## src/bcms_pkg.sv

```systemverilog
`default_nettype none
package bcms_pkg;

  // ****************************************
  // clock and timing figures
  // ****************************************
  localparam int CLK_PERIOD_NS = 10;
  localparam int NS_PER_MS = 1000000;
  localparam int SETTLE_MS = 3;
  localparam int RATIO_MS = 1;
  localparam int LOCK_MS = 5;
  localparam int CLKON_NS = 10;
  localparam int CLKOFF_NS = 5;
  localparam int PHASE_WIN_PS = 100;
  localparam int PS_PER_NS = 1000;
  localparam int RESTORE_MAX_CYC = 20;
  // all times round down; only the clock-on and clock-off times are held at one cycle or more
  localparam int SETTLE_CYC = SETTLE_MS * NS_PER_MS / CLK_PERIOD_NS;
  localparam int RATIO_CYC = RATIO_MS * NS_PER_MS / CLK_PERIOD_NS;
  localparam int LOCK_CYC = LOCK_MS * NS_PER_MS / CLK_PERIOD_NS;
  localparam int CLKON_CYC = (CLKON_NS / CLK_PERIOD_NS < 1) ? 1 :
                             CLKON_NS / CLK_PERIOD_NS;
  localparam int CLKOFF_CYC = (CLKOFF_NS / CLK_PERIOD_NS < 1) ? 1 :
                              CLKOFF_NS / CLK_PERIOD_NS;
  // lock window in whole clock cycles, rounded down
  localparam int PHASE_WIN_CYC = PHASE_WIN_PS /
                                 (CLK_PERIOD_NS * PS_PER_NS);

  // ****************************************
  // widths, pin indices, divider table
  // ****************************************
  localparam int TIMER_W = 20;
  localparam int HALF_W = 4;
  localparam int PIN_N = 6;
  localparam int PIN_PDN = 0;
  localparam int PIN_STOP = 1;
  localparam int PIN_R0 = 2;
  localparam int PIN_R1 = 3;
  localparam int PIN_PROC = 4;
  localparam int PIN_CHAN = 5;
  localparam logic [HALF_W-1:0] HALF_R0 = 4'h2;
  localparam logic [HALF_W-1:0] HALF_R1 = 4'h3;
  localparam logic [HALF_W-1:0] HALF_R2 = 4'h4;
  localparam logic [HALF_W-1:0] HALF_R3 = 4'h5;
  localparam logic [PIN_N-1:0] PIN_RESET = 6'h03;
  localparam logic [6:0] PD_CNT_MAX = 7'h7F;

  typedef logic signed [7:0] bcms_err_t;

  typedef enum logic [2:0] {
    ST_SETTLE = 3'b000,
    ST_NORMAL = 3'b001,
    ST_RATIO  = 3'b010,
    ST_STOP   = 3'b011,
    ST_PDN    = 3'b100
  } bcms_state_e;

endpackage
`default_nettype wire

```

## src/bcms_phase_if.sv

```systemverilog
`timescale 1ns/1ps
`default_nettype none
interface bcms_phase_if;
  import bcms_pkg::*;
  logic proc_rise;
  logic chan_rise;
  bcms_err_t err;
  logic err_valid;
  logic in_window;
  modport det (input proc_rise, input chan_rise,
               output err, output err_valid, output in_window);
  modport ctl (output proc_rise, output chan_rise,
               input err, input err_valid, input in_window);
endinterface
`default_nettype wire

```

## src/bcms_sequencer.sv

```systemverilog
// Behaviour
// - power-down release settles output within 3 ms
// - power-up enters normal, settled within 3 ms
// - ratio change resettles output within 1 ms
// - clock-stop release restarts clean edges in 10 ns
// - phase returns near pre-stop value in 20 cycles
// - clock-stop entry disables output within 5 ns
// - power-down entry completes within 1 ms
// - phase lock reached within 5 ms of settling
// - lock only while measured error is zero whole cycles; the +/-100 ps window rounds down
// - spread-spectrum tracking keeps error inside window
`timescale 1ns/1ps
`default_nettype none
module bcms_sequencer import bcms_pkg::*; #(
  parameter int unsigned SETTLE_CYCLES = SETTLE_CYC,
  parameter int unsigned RATIO_CYCLES = RATIO_CYC,
  parameter int unsigned LOCK_CYCLES = LOCK_CYC
) (
  // clock and reset
  input wire logic core_clk,
  input wire logic sys_rst,
  // mode pins
  input wire logic power_down_n,
  input wire logic clock_stop_n,
  input wire logic ratio_select_0,
  input wire logic ratio_select_1,
  input wire logic spread_spectrum_reference,
  // divided clocks from the gear logic
  input wire logic processor_clock_divided,
  input wire logic channel_clock_divided,
  // bus clock pair
  output logic bus_clock_pair_p,
  output logic bus_clock_pair_n,
  // status
  output logic clock_stopped_state,
  output logic powered_down,
  output logic output_settled,
  output logic phase_restored,
  output logic distributed_loop_lock,
  output logic lock_timeout
);

  typedef struct packed {
    bcms_state_e st;
    logic [PIN_N-1:0] s1;
    logic [PIN_N-1:0] s2;
    logic [PIN_N-1:0] s3;
    logic [PIN_N-1:0] filt;
    logic [TIMER_W-1:0] timer;
    logic [TIMER_W-1:0] lock_timer;
    logic [HALF_W-1:0] half_cnt;
    logic [1:0] ratio;
    logic clk_p;
    logic clk_en;
    logic adv;
    logic slip;
    logic settled;
    logic restored;
    logic lock;
    logic lock_to;
    logic out_p;
    logic out_n;
    // state decodes kept as flops so the status pins never glitch
    logic stopped;
    logic down;
  } bcms_state_s;

  bcms_state_s st_reg;
  bcms_state_s st_next;

  bcms_phase_if ph ();

  logic [PIN_N-1:0] filt_next;
  logic [HALF_W-1:0] half_len;

  // ****************************************
  // pin filtering
  // ****************************************
  // a pin change is taken once stages two and three agree;
  // stage one feeds stage two only, for metastability
  // limitation: a pin is acted on about four edges after it moves,
  // so the short stop and restart reaction figures hold only when
  // counted from the filtered pin, not from the raw one
  genvar gi;
  generate
    for (gi = 0; gi < PIN_N; gi++) begin : g_pin
      assign filt_next[gi] = (st_reg.s2[gi] == st_reg.s3[gi]) ?
                             st_reg.s3[gi] : st_reg.filt[gi];
    end
  endgenerate

  // edge pulses for the phase detector
  assign ph.proc_rise = filt_next[PIN_PROC] & ~st_reg.filt[PIN_PROC];
  assign ph.chan_rise = filt_next[PIN_CHAN] & ~st_reg.filt[PIN_CHAN];

  // detector works on the filtered pins, all in this one clock
  bcms_phase_det u_phase_det (
    .core_clk (core_clk),
    .sys_rst (sys_rst),
    .pd (ph.det)
  );

  // ****************************************
  // half period per ratio setting
  // ****************************************
  // ratio 00 is the fastest setting, 11 the slowest
  always_comb begin
    case (st_reg.ratio)
      2'b00: half_len = HALF_R0;
      2'b01: half_len = HALF_R1;
      2'b10: half_len = HALF_R2;
      2'b11: half_len = HALF_R3;
      default: half_len = HALF_R0;
    endcase
  end

  // ****************************************
  // mode sequencer, divider and lock tracking
  // ****************************************
  always_comb begin
    st_next = st_reg;
    st_next.s1 = {channel_clock_divided, processor_clock_divided,
                  ratio_select_1, ratio_select_0,
                  clock_stop_n, power_down_n};
    st_next.s2 = st_reg.s1;
    st_next.s3 = st_reg.s2;
    st_next.filt = filt_next;

    // bus clock divider, frozen outside the running states so
    // the phase is kept across a stop
    if (st_reg.st == ST_SETTLE || st_reg.st == ST_NORMAL ||
        st_reg.st == ST_RATIO) begin
      if (st_reg.half_cnt == '0) begin
        st_next.clk_p = ~st_reg.clk_p;
        // one cycle shorter or longer to walk the phase;
        // limitation: one core cycle per half period is the finest
        // trim, so a finer window needs a faster core clock
        if (st_reg.adv && half_len > 4'h1) begin
          st_next.half_cnt = half_len - 4'h2;
        end else if (st_reg.slip) begin
          st_next.half_cnt = half_len;
        end else begin
          st_next.half_cnt = half_len - 4'h1;
        end
        st_next.adv = 1'b0;
        st_next.slip = 1'b0;
        // first rising edge after a stop: phase is as before
        if (!st_reg.clk_p && st_reg.clk_en) begin
          st_next.restored = 1'b1;
        end
      end else begin
        st_next.half_cnt = st_reg.half_cnt - 4'h1;
      end
    end

    // power-down wins over every other pin, clock-stop included
    if (!filt_next[PIN_PDN]) begin
      st_next.st = ST_PDN;
      st_next.clk_en = 1'b0;
      st_next.settled = 1'b0;
      st_next.lock = 1'b0;
      st_next.lock_to = 1'b0;
      st_next.restored = 1'b0;
      st_next.timer = '0;
    end else begin
      case (st_reg.st)
        ST_PDN: begin
          // wake: restart the settle timer; ratio pins are taken
          // here so a change made while down lands cleanly
          st_next.st = ST_SETTLE;
          st_next.timer = TIMER_W'(SETTLE_CYCLES);
          st_next.ratio = filt_next[PIN_R1:PIN_R0];
        end
        ST_SETTLE: begin
          if (st_reg.timer <= 20'h00001) begin
            // output declared settled; lock search starts
            st_next.st = ST_NORMAL;
            st_next.clk_en = 1'b1;
            st_next.settled = 1'b1;
            st_next.restored = 1'b1;
            st_next.lock_timer = TIMER_W'(LOCK_CYCLES);
            st_next.timer = '0;
          end else begin
            st_next.timer = st_reg.timer - 20'h00001;
          end
        end
        ST_NORMAL: begin
          if (filt_next[PIN_R1:PIN_R0] != st_reg.ratio) begin
            st_next.st = ST_RATIO;
            st_next.ratio = filt_next[PIN_R1:PIN_R0];
            st_next.timer = TIMER_W'(RATIO_CYCLES);
            st_next.settled = 1'b0;
            st_next.lock = 1'b0;
          end else if (!filt_next[PIN_STOP]) begin
            // output off on the next edge, divider frozen;
            // the far side ends the stop in time, so the
            // held phase is still good on return
            st_next.st = ST_STOP;
            st_next.clk_en = 1'b0;
            st_next.restored = 1'b0;
          end
        end
        ST_RATIO: begin
          // lock search restarts from a full timer after a resettle
          if (st_reg.timer <= 20'h00001) begin
            st_next.st = ST_NORMAL;
            st_next.settled = 1'b1;
            st_next.lock_timer = TIMER_W'(LOCK_CYCLES);
            st_next.lock_to = 1'b0;
            st_next.timer = '0;
          end else begin
            st_next.timer = st_reg.timer - 20'h00001;
          end
        end
        ST_STOP: begin
          if (filt_next[PIN_STOP]) begin
            // edges resume from the held divider phase; a stop
            // held longer than allowed may drift, which is not
            // watched here
            st_next.st = ST_NORMAL;
            st_next.clk_en = 1'b1;
          end
        end
        default: begin
          st_next.st = ST_SETTLE;
          st_next.timer = TIMER_W'(SETTLE_CYCLES);
        end
      endcase
    end

    // distributed loop: judge and correct on each comparison;
    // judged only while normal holds across this edge, else lock
    // could rise on the same edge as a stop, a ratio change or a
    // power-down and be seen without a settled output
    if (st_reg.st == ST_NORMAL && st_next.st == ST_NORMAL &&
        st_reg.settled) begin
      if (ph.err_valid) begin
        st_next.lock = ph.in_window;
        // outside the window always correct; while tracking a
        // spreading reference also trim inside it, which keeps
        // the wander from leaving the window
        if (!ph.in_window || (spread_spectrum_reference &&
            ph.err != '0)) begin
          st_next.adv = (ph.err > 0);
          st_next.slip = (ph.err < 0);
        end
      end
      // timeout only while the fresh verdict is still unlocked, so
      // the flag never rises on the very edge that lock is won
      if (!st_next.lock) begin
        if (st_reg.lock_timer != '0) begin
          st_next.lock_timer = st_reg.lock_timer - 20'h00001;
        end else begin
          st_next.lock_to = 1'b1;
        end
      end
    end

    // registered output pair, quiet when disabled
    st_next.out_p = st_next.clk_en & st_next.clk_p;
    st_next.out_n = st_next.clk_en & ~st_next.clk_p;
    // status decodes of the next state, registered with it
    st_next.stopped = (st_next.st == ST_STOP);
    st_next.down = (st_next.st == ST_PDN);
  end

  // ****************************************
  // state register
  // ****************************************
  // reset is the power-up event: start settling at once;
  // pin stages preset to idle levels so no false power-down or
  // stop is seen right after reset
  always_ff @(posedge core_clk) begin
    if (sys_rst) begin
      st_reg <= '0;
      st_reg.st <= ST_SETTLE;
      st_reg.s1 <= PIN_RESET;
      st_reg.s2 <= PIN_RESET;
      st_reg.s3 <= PIN_RESET;
      st_reg.filt <= PIN_RESET;
      st_reg.timer <= TIMER_W'(SETTLE_CYCLES);
    end else begin
      st_reg <= st_next;
    end
  end

  // ****************************************
  // outputs, straight from the state register
  // ****************************************
  assign bus_clock_pair_p = st_reg.out_p;
  assign bus_clock_pair_n = st_reg.out_n;
  assign clock_stopped_state = st_reg.stopped;
  assign powered_down = st_reg.down;
  assign output_settled = st_reg.settled;
  assign phase_restored = st_reg.restored;
  assign distributed_loop_lock = st_reg.lock;
  assign lock_timeout = st_reg.lock_to;

endmodule // bcms_sequencer
`default_nettype wire

```

## src/bcms_phase_det.sv

```systemverilog
`timescale 1ns/1ps
`default_nettype none
module bcms_phase_det import bcms_pkg::*; (
  // clock and reset
  input wire logic core_clk,
  input wire logic sys_rst,
  // edge pulses in, error out
  bcms_phase_if.det pd
);

  typedef struct packed {
    logic [6:0] cnt;
    logic last_chan;
    bcms_err_t err;
    logic valid;
    logic win;
  } bcms_pd_s;

  bcms_pd_s pd_reg;
  bcms_pd_s pd_next;

  // ****************************************
  // signed edge distance, channel minus processor
  // ****************************************
  always_comb begin
    pd_next = pd_reg;
    pd_next.valid = 1'b0;
    if (pd_reg.cnt != PD_CNT_MAX) begin
      pd_next.cnt = pd_reg.cnt + 7'h01;
    end
    if (pd.proc_rise && pd.chan_rise) begin
      pd_next.err = '0;
      pd_next.valid = 1'b1;
      pd_next.cnt = '0;
    end else if (pd.proc_rise) begin
      // channel edge came first: channel leads
      if (pd_reg.last_chan) begin
        pd_next.err = -$signed({1'b0, pd_reg.cnt});
        pd_next.valid = 1'b1;
      end
      pd_next.last_chan = 1'b0;
      pd_next.cnt = '0;
    end else if (pd.chan_rise) begin
      if (!pd_reg.last_chan) begin
        pd_next.err = $signed({1'b0, pd_reg.cnt});
        pd_next.valid = 1'b1;
      end
      pd_next.last_chan = 1'b1;
      pd_next.cnt = '0;
    end
    // window check on the fresh error only
    if (pd_next.valid) begin
      pd_next.win = (pd_next.err <= 8'(PHASE_WIN_CYC)) &&
                    (pd_next.err >= -8'(PHASE_WIN_CYC));
    end
  end

  // state register
  always_ff @(posedge core_clk) begin
    if (sys_rst) begin
      pd_reg <= '0;
    end else begin
      pd_reg <= pd_next;
    end
  end

  assign pd.err = pd_reg.err;
  assign pd.err_valid = pd_reg.valid;
  assign pd.in_window = pd_reg.win;

endmodule // bcms_phase_det
`default_nettype wire

```

## config.mk

```make
export PLATFORM = sky130hd
export DESIGN_NAME = bcms_sequencer
export DESIGN_NICKNAME = d
export VERILOG_FILES = /design/src/bcms_pkg.sv /design/src/bcms_phase_if.sv /design/src/bcms_sequencer.sv /design/src/bcms_phase_det.sv
export SDC_FILE = /design/constraint.sdc
export NUM_CORES = 1
export LEC_CHECK = 0
export ABC_AREA = 1
export BUFFER_PORTS_ARGS = -buffer_cell sky130_fd_sc_hd__buf_2
export CAP_MARGIN = 40
export CORE_AREA = 2 2 104 106
export DETAILED_ROUTE_END_ITERATION = 16
export DIE_AREA = 0 0 106 108
export GPL_TIMING_DRIVEN = 0
export PLACE_DENSITY = 0.76
export SYNTH_ARGS = -nofsm -noshare
export SYNTH_HDL_FRONTEND = slang
export SYNTH_SLANG_ARGS = --single-unit
```

## constraint.sdc

```tcl
create_clock -name core_clk -period 1.88 [get_ports core_clk]
set_clock_uncertainty 0.05 [all_clocks]
set_input_delay 0.376 -clock core_clk [delete_from_list [all_inputs] [get_ports core_clk]]
set_output_delay 0.376 -clock core_clk [all_outputs]
set_load 0.03 [all_outputs]
```

==> impl_results.md, run 1 <==
- Synth cell count leaders: 236 x nand2_1, 151 x nor2_1, 121 x inv_1
- Initial antenna violation count: 0
- Clk sinks: about 100
- RSZ-0062 raised after global routing: yes
- Sequential cell area fraction in the yosys report: ~36%
- Period utilization: 106%
- ANT nets after route: 0
- First-pass GRT wire length: approximately 23 mm
- Post-Syn Instances: 901
- Root Driver: clkbuf_8
- Post-Syn Area: 5770 sq um
- Rel. slew slack: between 50% and 60%
- Inserted Diodes: 0
- Worst Path Arrival: between 2 and 2.5 ns
- Worst slew pin tran: about 0.61 ns
- Final core occ: ~66%
- Num CTS Buffers: 9
- Critical Path End Type: register
- Count of final hold-check violations: 0
- Avg WL per Cell: about 13 um
- Leakage: about 3.2 nW
- Area of the core: just over 10000 sq um
- Share of flip-flops with an asynchronous set or reset: 0%
- Number of DRC markers in iteration 0: 324
- Io pins: 17
- Syn nets: a little over 900
- Mapped Avg Cell Area: ~6.4 sq um
- H-tree Lvls: 3
- Post-CTS Hold Fix Bufs: 0
- Non-filler cells, final: 1095
- Final setup viols: 24
- Via density: approximately 5.2
- GRT Total Usage: 24.5%
- Clock transition at the registers of the reported paths: 0.10 ns
- Final Max Slew Viols: 0
- Max reg flops: 65
- Grt total ovfl: 0
- VDD IR max: ~0.54 mV
- Crit path time final: about 2 ns
- Residual DRC: 0
- Violated checks: setup timing
- Max Fclk: 0.503 GHz
- Die Area: roughly 11000 sq um
- Post-synth cell types: 45
- Routed wire length: about 14 mm
- Hpwl dp: ~9.5 mm
- Area contributors post-synth: dfxtp_1 36%, nand2_1 15%, nor2_1 9.8%, inv_1 7.9%, o21ai_0 4.9%
- Largest net degree at the start of global routing: 19
- Yosys warnings: 0
- Port Buf Inserts: 15
- Crit path max fanout: 5
- Std-Cell Rows: 37
- Vias in the first global route: 5019
- Tot Pwr: 4.33 mW
- Status: finished, violations left
- WP data required: roughly 2.2 ns
- Area growth syn-to-layout: 17.0%
- Via count: ~5700
- Initial Util: a little under three fifths
- Post-synth top area cell: dfxtp_1
- Worst-skew pair later-pin latency: 0.38 ns
- Pwr dens: 642 nW/um^2
- Final Wtd Congestion: 0.919
- Final setup margin: -0.109 ns
- Chip Height: approximately 110 um
- CTS tree: built
- Crit path kind: register to register
- #FFs+latches synth: 103
- Placed insts: around 1100
- Startpoint class of the critical path: register
- Max-cap violations: 0
- Share of cells above drive strength 1: approximately 18%
- Post-synth EDFFs: 0
- Chip Width: 106 um
- Clock buffer depth: 2
- Pre-CTS setup slack: -0.395 ns
- Yosys top cell area share: between 30 and 40%
- Main flop type after synthesis: dfxtp_1
- Cell with the most instances after synthesis: nand2_1
- Pre-Repair DR Iteration Count: 5
- Nets@finish: between 900 and 1000
- Hold Crit Class: primary input to register
-- cells in the final DEF (no fill, tap or decap), types with 12 or more instances in the layout --
cell / instances
nand2_1: 213
nand3_1: 44
dfxtp_1: 94
nand4_1: 12
buf_4: 23
nand2_2: 21
nor2_4: 13
nor2_2: 16
buf_2: 16
xor2_1: 15
inv_1: 113
nor2_1: 133
o21ai_0: 55
a21oi_1: 46
-- cell type report --
cell class,instances,area (sq um)
buffer,19,114
multi-input combinational,653,3420
clock inverter,6,52.6
tap,136,170
fill,955,3490
timing repair buffer,41,285
clock buffer,10,138
sequential,103,2080
inverter,127,485
-- worst paths after layout --
kind            endpoint  slack [ns]  cells after the start    startpoint
max reg2reg   st_reg[27]       -0.11                     12    st_reg[48]
min          st_next[71]        0.11                      2  clock_stop_n
max           st_reg[27]       -0.11                     12    st_reg[48]
min reg2reg  st_next[68]        0.36                      2   st_next[74]
-- timing repair --
item                                    CTS  global route
endpoints found under the setup margin   40            50
setup buffers                            11            12
pin swaps                                12            17
endpoints found under the hold margin     0             0
gates cloned                              4             0
resized for setup                        49            72
-- cells by family after synthesis --
family	Yosys count	share of synthesized area (%)
xor gates and xnor gates	19	2.89
AOI/OAI and AO/OA	129	12.1
DFF	103	35.8
adders and majority gates	15	3.26
buffers and inverters	146	9.87
and+or+nand+nor	489	36.1
-- per-layer routing --
layer | track usage (%) | vias up | wire [um]
li1 | - | 2951 | -
met2 | 41.2 | 132 | 6560
met3 | 3.80 | 14 | 544
met5 | 0 | - | 0
met1 | 32.6 | 2594 | 6760
met4 | 7.24 | 0 | 191
-- power by group --
part / switching [mW] / internal, mW / total, mW
clock: 0.834 / 0.539 / 1.37
sequential: 0.0640 / 2.27 / 2.33
combinational: 0.386 / 0.239 / 0.625
total: 1.28 / 3.05 / 4.33
-- metrics by stage --
stage / hold slack [ns] / TNS [ns] / instance area [sq um]
final: 0.113 / -1.94 / 6740
after global routing: 0.107 / -5.23 / 6740
after CTS: 0.102 / -1.40 / 6450
after detailed placement: 0.344 / -9.04 / 6010
after global placement: 0.339 / -8.18 / 6010
after floorplan: 0.338 / 0 / 5770
-- worst max-delay path, stage by stage (launching register included) --
cell and delay [ns]:
dfxtp_1 0.38, nor2_1 0.15, nand2_1 0.12, nor2_4 0.20, nand2_2 0.09, nor2_4 0.15
nand4_4 0.14, nand2_4 0.17, nand3_4 0.14, buf_6 0.17, nand2_1 0.05, nand2_1 0.04
nor2_1 0.09
Note: power is estimated with default switching activity, not from simulation.
==> inputs of run 2 (changes only) <==
--- a/config.mk
+++ b/config.mk
@@ -5,14 +5,14 @@
 export SDC_FILE = /design/constraint.sdc
 export NUM_CORES = 1
 export LEC_CHECK = 0
-export ABC_AREA = 1
 export BUFFER_PORTS_ARGS = -buffer_cell sky130_fd_sc_hd__buf_2
 export CAP_MARGIN = 40
-export CORE_AREA = 2 2 104 106
+export CORE_AREA = 2 2 101 103
 export DETAILED_ROUTE_END_ITERATION = 16
-export DIE_AREA = 0 0 106 108
+export DIE_AREA = 0 0 103 105
 export GPL_TIMING_DRIVEN = 0
-export PLACE_DENSITY = 0.76
+export PLACE_DENSITY = 0.74
+export SLEW_MARGIN = 10
 export SYNTH_ARGS = -nofsm -noshare
 export SYNTH_HDL_FRONTEND = slang
 export SYNTH_SLANG_ARGS = --single-unit
==> run 2 against run 1 <==
  * The run still ends with setup timing left
  * Routed wire length is 12% higher
  * Synthesized cell count is 31% lower
  * Largest power group unchanged
  * Flip-flop and latch count did not move
  * Combinational power increased by 16%
  * Maximum frequency fell by 12%
  * Die area down 5.5%
  * Critical path depth decreased by 4
  * Via count shrank 8.7%
  * Global-route usage rose by 2.0 points
  * Sequential power is 2% higher
  * Worst setup slack worse by 0.26 ns
==> impl_results.md, run 2 <==
- Inserted Diodes: 0 (unchanged)
- Chip Width: 103 um (-2.8%)
- Area growth syn-to-layout: 34.6%
- Violated checks: setup timing
- Clock transition at the registers of the reported paths: 0.09 ns (about the same)
- Post-synthesis compound-gate area fraction: 17.0% (+4.9 points)
- Most frequent cells in the layout: 81 x dfxtp_1, 56 x nor2_1, 46 x buf_4, 36 x nand2_1, 26 x a21oi_1
- Placed insts: 772 (-27%)
- Finished Cell Area: 7110 sq um (+5.5%)
- Hold Crit Class: primary input to register
- GRT Total Usage: 26.5% (+2.0 points)
- Met2 WL post-DR: 7.84 mm (+19%)
- Yosys top cell area share: 39.0% (+3.3 points)
- Register Area: 2100 sq um (+1.0%)
- VDD IR max: 0.485 mV (-9.5%)
- Initial Util: 54.8% (-1.5 points)
- XOR/XNOR Fraction of Synth Area: 4.10% (+1.2 points)
- Leakage: 2.72 nW (-15%)
- Worst Reg-to-Reg Cells: 8 (-4)
- Routed wire length: 15.8 mm (+12%)
- Final Max Slew Viols: 0 (unchanged)
- Main combinational cell family by area after synthesis: simple AND/OR/NAND/NOR gates
- Fillers: 689 (-28%)
- Post-Syn Instances: 623 (-31%)
- Crit path to: st_reg[48]
- Final setup viols: 52 (+120%)
- Post-CTS Hold Fix Bufs: 0 (unchanged)
- Post-synth EDFFs: 0 (unchanged)
- Multi-input gate area: 3590 sq um (+5.0%)
- Residual DRC: 0 (unchanged)
- Via count: 5195 (-8.7%)
- Grt total ovfl: 0 (unchanged)
- Area contributors post-synth: dfxtp_1 39%, nor2_1 4.5%, a21oi_1 3.8%, ha_1 3.6%, nand2_1 2.8%
- M1 wire length: 6.44 mm (-4.6%)
- Worst Path Arrival: 2.45 ns (+0.18 ns)
- Number of DRC markers in iteration 0: 384 (+19%)
- Post-synth cell types: 80 (+78%)
- Std-Cell Rows: 36 (-2.7%)
- Final setup margin: -0.370 ns (-0.261 ns)
- FF-to-FF setup slack: -0.37 ns (-0.26 ns)
- Non-filler cells, final: 852 (-22%)
- Multiplexer share of the synthesized area: 2.37% (+2.4 points)
- WP data required: 2.08 ns (-0.08 ns)
- #FFs+latches synth: 103 (unchanged)
- Post-synth top area cell: dfxtp_1
- Share of flip-flops with an asynchronous set or reset: 0% (unchanged)
- ANT nets after route: 0 (unchanged)
- CTS tree: built
- Rel. slew slack: 49.0% (-10 points)
- Num CTS Buffers: 9 (unchanged)
- Worst Setup SP: st_reg[56]
- RSZ-0062 raised after global routing: yes
- Syn nets: 647 (-30%)
- Top layer in use: met4
- Startpoint class of the critical path: register
- Final Wtd Congestion: 0.906 (-1.4%)
- Hpwl dp: 8.59 mm (-9.5%)
- Worst slew pin tran: 0.757 ns (+0.147 ns)
- Commonest non-fill, non-tap cell in the layout: dfxtp_1
- Largest net degree at the start of global routing: 16 (-3)
- Crit path max fanout: 5 (unchanged)
- Mapped Avg Cell Area: 8.48 sq um (+33%)
- Avg WL per Cell: 18.5 um (+44%)
- Worst R2R End: st_reg[48]
- Count of final hold-check violations: 0 (unchanged)
- Pwr dens: 620 nW/um^2 (-3.4%)
- Worst-skew pair later-pin latency: 0.39 ns (about the same)
- H-tree Lvls: 3 (unchanged)
- Met3 wire length: 992 um (+82%)
- First-pass GRT wire length: 22.8 mm (-0.24%)
- Port Buf Inserts: 16 (+1)
- Share of cells above drive strength 1: 39.2% (+21 points)
- Area of the core: 9640 sq um (-5.8%)
- Sequential cell area fraction in the yosys report: 39.0% (+3.3 points)
- Crit path time final: 2.25 ns (+0.261 ns)
- Vias in the first global route: 4721 (-5.9%)
- Period utilization: 120% (+14 points)
- Root Driver: clkbuf_8
- Tot Pwr: 4.41 mW (+1.9%)
- Chip Height: 105 um (-2.8%)
- RR Startpoint: st_reg[56]
- Clock buffer depth: 2 (unchanged)
- Via density: 6.10 (+17%)
- Nets@finish: 738 (-25%)
- Critical Path End Type: register
- Io pins: 17 (unchanged)
- Die Area: 10800 sq um (-5.5%)
- Synth cell count leaders: 103 x dfxtp_1, 64 x nor2_1, 40 x a21oi_1, 40 x nand2_1, 28 x nand3_1
- Status: finished, violations left
- Clk sinks: 103 (unchanged)
- Main flop type after synthesis: dfxtp_1
- Synth Area in Simple Gates: 27.6% (-8.5 points)
- Max-cap violations: 0 (unchanged)
- Max reg flops: 65 (unchanged)
- Yosys warnings: 0 (unchanged)
- Pre-Repair DR Iteration Count: 4 (-1)
- Initial antenna violation count: 0 (unchanged)
- Post-DP Area: 5610 sq um (-6.7%)
- Max Fclk: 0.444 GHz (-12%)
- Cell with the most instances after synthesis: dfxtp_1
- Post-Syn Area: 5280 sq um (-8.4%)
- Crit path kind: register to register
- Post-Synth Adder-Cell Area: 4.36% (+1.1 points)
-- run 2: cell count changes after synthesis, sizes merged, moves of 9 or more --
cell / delta
nand2: -201
inv: -98
nor2: -97
o21ai: -36
or3: +21
nand3: -20
nor3: +18
clkbuf: +15
nor2b: +15
nor4: +10
and2: +9
-- run 2: how the worst min path moves through the flow --
stage                 startpoint     endpoint  slack, ns  cells past startpoint
CTS                 clock_stop_n  st_next[71]       0.12                      2
global route        power_down_n  st_next[70]       0.11                      2
detailed placement   st_next[70]  st_next[64]       0.35                      1
floorplan            st_next[70]  st_next[64]       0.34                      1
global placement     st_next[70]  st_next[64]       0.35                      1
finish              clock_stop_n  st_next[71]       0.12                      2
-- run 2: worst max-delay path: stages, from the launching register on --
cell	delay, ns
dfxtp_2	0.33
or4_4	0.52
or3_4	0.40
nor2_4	0.20
buf_6	0.14
nor2_4	0.05
buf_4	0.16
a21oi_2	0.14
o32ai_1	0.14
-- run 2: cell families (layout without fill, tap and decap cells) --
| kind of cell | Yosys count | count (layout) |
|---|---|---|
| XOR/XNOR | 23 | 23 |
| flip-flops | 103 | 103 |
| buffers and inverters | 61 | 157 |
| adder cells (fa/ha/maj) | 19 | 19 |
| AO/OA/AOI/OAI | 136 | 136 |
| AND/OR/NAND/NOR | 269 | 269 |
| multiplexers | 12 | 12 |
-- run 2: routing by layer --
layer,up-vias,global-route usage (%)
met4,0,8.55
met3,55,5.55
met1,2481,34.3
met5,-,0
li1,2416,-
met2,243,43.7
-- run 2: area by class of cell --
cell class	instances	area share (%)
clock inverters	3	0.246
inverters	27	1.51
flip-flops and latches	103	29.5
well taps	133	2.34
multi-input cells	459	50.5
repair buffers	88	10.8
plain buffers	26	2.81
clock buffers	13	2.23
-- run 2: power breakdown --
part           internal [mW]  total (mW)  switching [mW]
sequential              2.27        2.37          0.0981
clock                  0.552        1.32           0.765
combinational          0.321       0.722           0.401
total                   3.15        4.41            1.26
-- run 2: through the flow --
| step | util [%] | setup slack, ns | TNS (ns) | hold slack [ns] |
|---|---|---|---|---|
| after CTS | 68.5 | -0.350 | -12.90 | 0.122 |
| after global routing | 73.8 | -0.433 | -14.56 | 0.114 |
| final | 73.8 | -0.370 | -11.34 | 0.121 |
| after detailed placement | 58.2 | -0.668 | -17.33 | 0.350 |
| after global placement | 58.2 | -0.586 | -16.25 | 0.347 |
| after floorplan | - | -0.212 | -3.04 | 0.339 |
-- run 2: timing repair --
action | 4_1_cts | 5_1_grt
endpoints found under the setup margin | 57 | 64
setup buffers | 46 | 27
gates cloned | 2 | 0
resized for setup | 112 | 99
pin swaps | 55 | 46
==> inputs of run 3 (changes only) <==
--- a/config.mk
+++ b/config.mk
@@ -5,11 +5,11 @@
 export SDC_FILE = /design/constraint.sdc
 export NUM_CORES = 1
 export LEC_CHECK = 0
-export BUFFER_PORTS_ARGS = -buffer_cell sky130_fd_sc_hd__buf_2
 export CAP_MARGIN = 40
-export CORE_AREA = 2 2 101 103
+export CORE_AREA = 2 2 100 102
 export DETAILED_ROUTE_END_ITERATION = 16
-export DIE_AREA = 0 0 103 105
+export DIE_AREA = 0 0 102 104
+export DONT_BUFFER_PORTS = 1
 export GPL_TIMING_DRIVEN = 0
 export PLACE_DENSITY = 0.74
 export SLEW_MARGIN = 10
==> run 3 against run 2 <==
  * The flow still finishes with violations (setup timing)
  * Sequential share of layout area is 0.19 points higher
  * Maximum frequency is 0.86% lower
  * Combinational power is 4.4% lower
  * Clock-buffer cell count is 3 lower
  * Hold slack worse by 0.082 ns
  * Critical path depth is 1 higher
  * Global-route usage is 1.2 points higher
  * Largest cell class unchanged
  * Largest power group unchanged
  * Highest routed layer unchanged
==> impl_results.md, run 3 (synthesis gave the netlist of run 2 again) <==
- Die Area: 10600 sq um (-1.9%)
- First-pass GRT wire length: 23.7 mm (+3.8%)
- Number of DRC markers in iteration 0: 389 (+1.3%)
- Rel. slew slack: 49.9% (+0.92 points)
- Commonest non-fill, non-tap cell in the layout: dfxtp_1
- Io pins: 17 (unchanged)
- Grt total ovfl: 0 (unchanged)
- Chip Width: 102 um (-0.97%)
- WP data required: 2.08 ns (about the same)
- Std-Cell Rows: 36 (unchanged)
- Num CTS Buffers: 9 (unchanged)
- H-tree Lvls: 3 (unchanged)
- Final setup margin: -0.389 ns (-0.0194 ns)
- Pwr dens: 620 nW/um^2 (about the same)
- Post-DP Area: 5530 sq um (-1.4%)
- Crit path kind: register to register
- Max-cap violations: 0 (unchanged)
- Area of the core: 9550 sq um (-0.93%)
- Leakage: 2.61 nW (-4.1%)
- Routed wire length: 15.8 mm (+0.24%)
- Crit path time final: 2.27 ns (+0.0194 ns)
- Share of cells above drive strength 1: 39.3% (+0.12 points)
- RSZ-0062 raised after global routing: yes
- Via density: 6.13 (+0.61%)
- Residual DRC: 0 (unchanged)
- Count of final hold-check violations: 0 (unchanged)
- Max Fclk: 0.441 GHz (-0.86%)
- Slowest CP cell: or3b_4
- Clk sinks: 103 (unchanged)
- VDD IR max: 0.576 mV (+19%)
- Placed insts: 756 (-2.1%)
- Root Driver: clkbuf_8
- Post-CTS Hold Fix Bufs: 0 (unchanged)
- Final setup viols: 54 (+3.8%)
- Clock transition at the registers of the reported paths: 0.11 ns (+0.02 ns)
- Nets@finish: 718 (-2.7%)
- Final Max Slew Viols: 0 (unchanged)
- Period utilization: 121% (+1.0 points)
- ANT nets after route: 0 (unchanged)
- Most common cell on crit path: buf_6
- Final TNS setup: -14.38 ns (-3.05 ns)
- RR Startpoint: st_reg[32]
- Hpwl dp: 8.88 mm (+3.3%)
- Initial Util: 55.3% (+0.52 points)
- Chip Height: 104 um (-0.95%)
- Critical Path End Type: register
- Most frequent cells in the layout: 81 x dfxtp_1, 51 x nor2_1, 40 x buf_4, 36 x nand2_1, 25 x buf_6
- Worst slew pin tran: 0.752 ns (-0.00581 ns)
- Worst-skew pair later-pin latency: 0.38 ns (about the same)
- CTS tree: built
- Non-filler cells, final: 832 (-2.3%)
- Inserted Diodes: 0 (unchanged)
- Final core occ: 74.1% (+0.32 points)
- Vias in the first global route: 4790 (+1.5%)
- Avg WL per Cell: 19.0 um (+2.7%)
- Initial antenna violation count: 0 (unchanged)
- Violated checks: setup timing
- Worst Path Arrival: 2.47 ns (+0.02 ns)
- Via count: 5104 (-1.8%)
- Max reg flops: 65 (unchanged)
- Slowest stage delay, CP: 0.45 ns (-0.07 ns)
- Crit path max fanout: 6 (+1)
- Pre-Repair DR Iteration Count: 5 (+1)
- Worst Setup SP: st_reg[32]
- Area growth syn-to-layout: 33.9%
- Largest net degree at the start of global routing: 19 (+3)
- Final Wtd Congestion: 0.898 (-0.86%)
- GRT Total Usage: 27.7% (+1.2 points)
- Port Buf Inserts: 0 (-16)
- Hold depth: 1 (-1)
- Worst Reg-to-Reg Cells: 9 (+1)
- Hold wc startpoint: power_down_n
- Status: finished, violations left
- Finished Cell Area: 7080 sq um (-0.51%)
- Clock buffer depth: 2 (unchanged)
- Startpoint class of the critical path: register
- Crit-path cells: nor4_2 > or3b_4 > nor3_4 > buf_6 > nor3_4 > buf_6 > buf_6 > a22oi_2 > a21oi_2
- Hold Crit Class: primary input to register
## run 3: cell types whose count changed in the layout (fill, tap and decap cells not counted), moves of 3 or more
cell     delta
buf_2      -16
a21oi_2     +4
buf_4       -6
nor2_1      -5
nor2_2      +5
o21ai_2     +3
a21oi_1     -4
## run 3: cell type report
cell class              count  area (sq um)
flip-flops and latches    103          2100
repair buffers             69           701
clock inverters             6          52.6
multi-input cells         459          3630
clock buffers              10           128
plain buffers              25           186
fillers                   677          2470
inverters                  27           106
well taps                 133           166
## run 3: through the flow
step / worst slack [ns] / hold WS [ns] / power [mW]
5_1_grt: -0.462 / 0.0359 / 4.57
6_report: -0.389 / 0.0394 / 4.39
2_1_floorplan: -0.212 / 0.339 / 2.88
3_3_place_gp: -0.581 / 0.345 / 2.98
3_5_place_dp: -0.663 / 0.343 / 3.01
4_1_cts: -0.373 / 0.0339 / 4.34
## run 3: what timing repair did
item	4_1_cts	5_1_grt
gates resized for setup	119	109
pin swaps	56	47
setup endpoints to repair	57	66
gates cloned	3	1
buffers inserted	41	26
## run 3: critical path, delay by kind of cell, from the launching register on
kind            cells  cell delay [ns]
simple gates        4             1.06
flops               1             0.40
buf+inv             3             0.39
compound gates      2             0.24
## run 3: path summary, 6_finish.rpt
path	endpoint	slack, ns
worst max register to register	st_reg[24]	-0.39
worst min register to register	st_next[65]	0.37
worst min-delay path	st_next[70]	0.04
worst max-delay path	st_reg[24]	-0.39
## run 3: metal layers
layer | up-vias | routed length [um] | share of wire, % | GRT usage, %
li1 | 2373 | - | - | -
met1 | 2448 | 6500 | 41 | 35.9
met2 | 216 | 7790 | 49 | 45.1
met3 | 67 | 868 | 5.5 | 5.51
met4 | 0 | 672 | 4.2 | 10.9
met5 | - | 0 | 0 | 0
## run 3: report_power, final
part / total [mW] / internal, mW / switching, mW
clock: 1.32 / 0.504 / 0.820
sequential: 2.38 / 2.27 / 0.101
combinational: 0.690 / 0.297 / 0.393
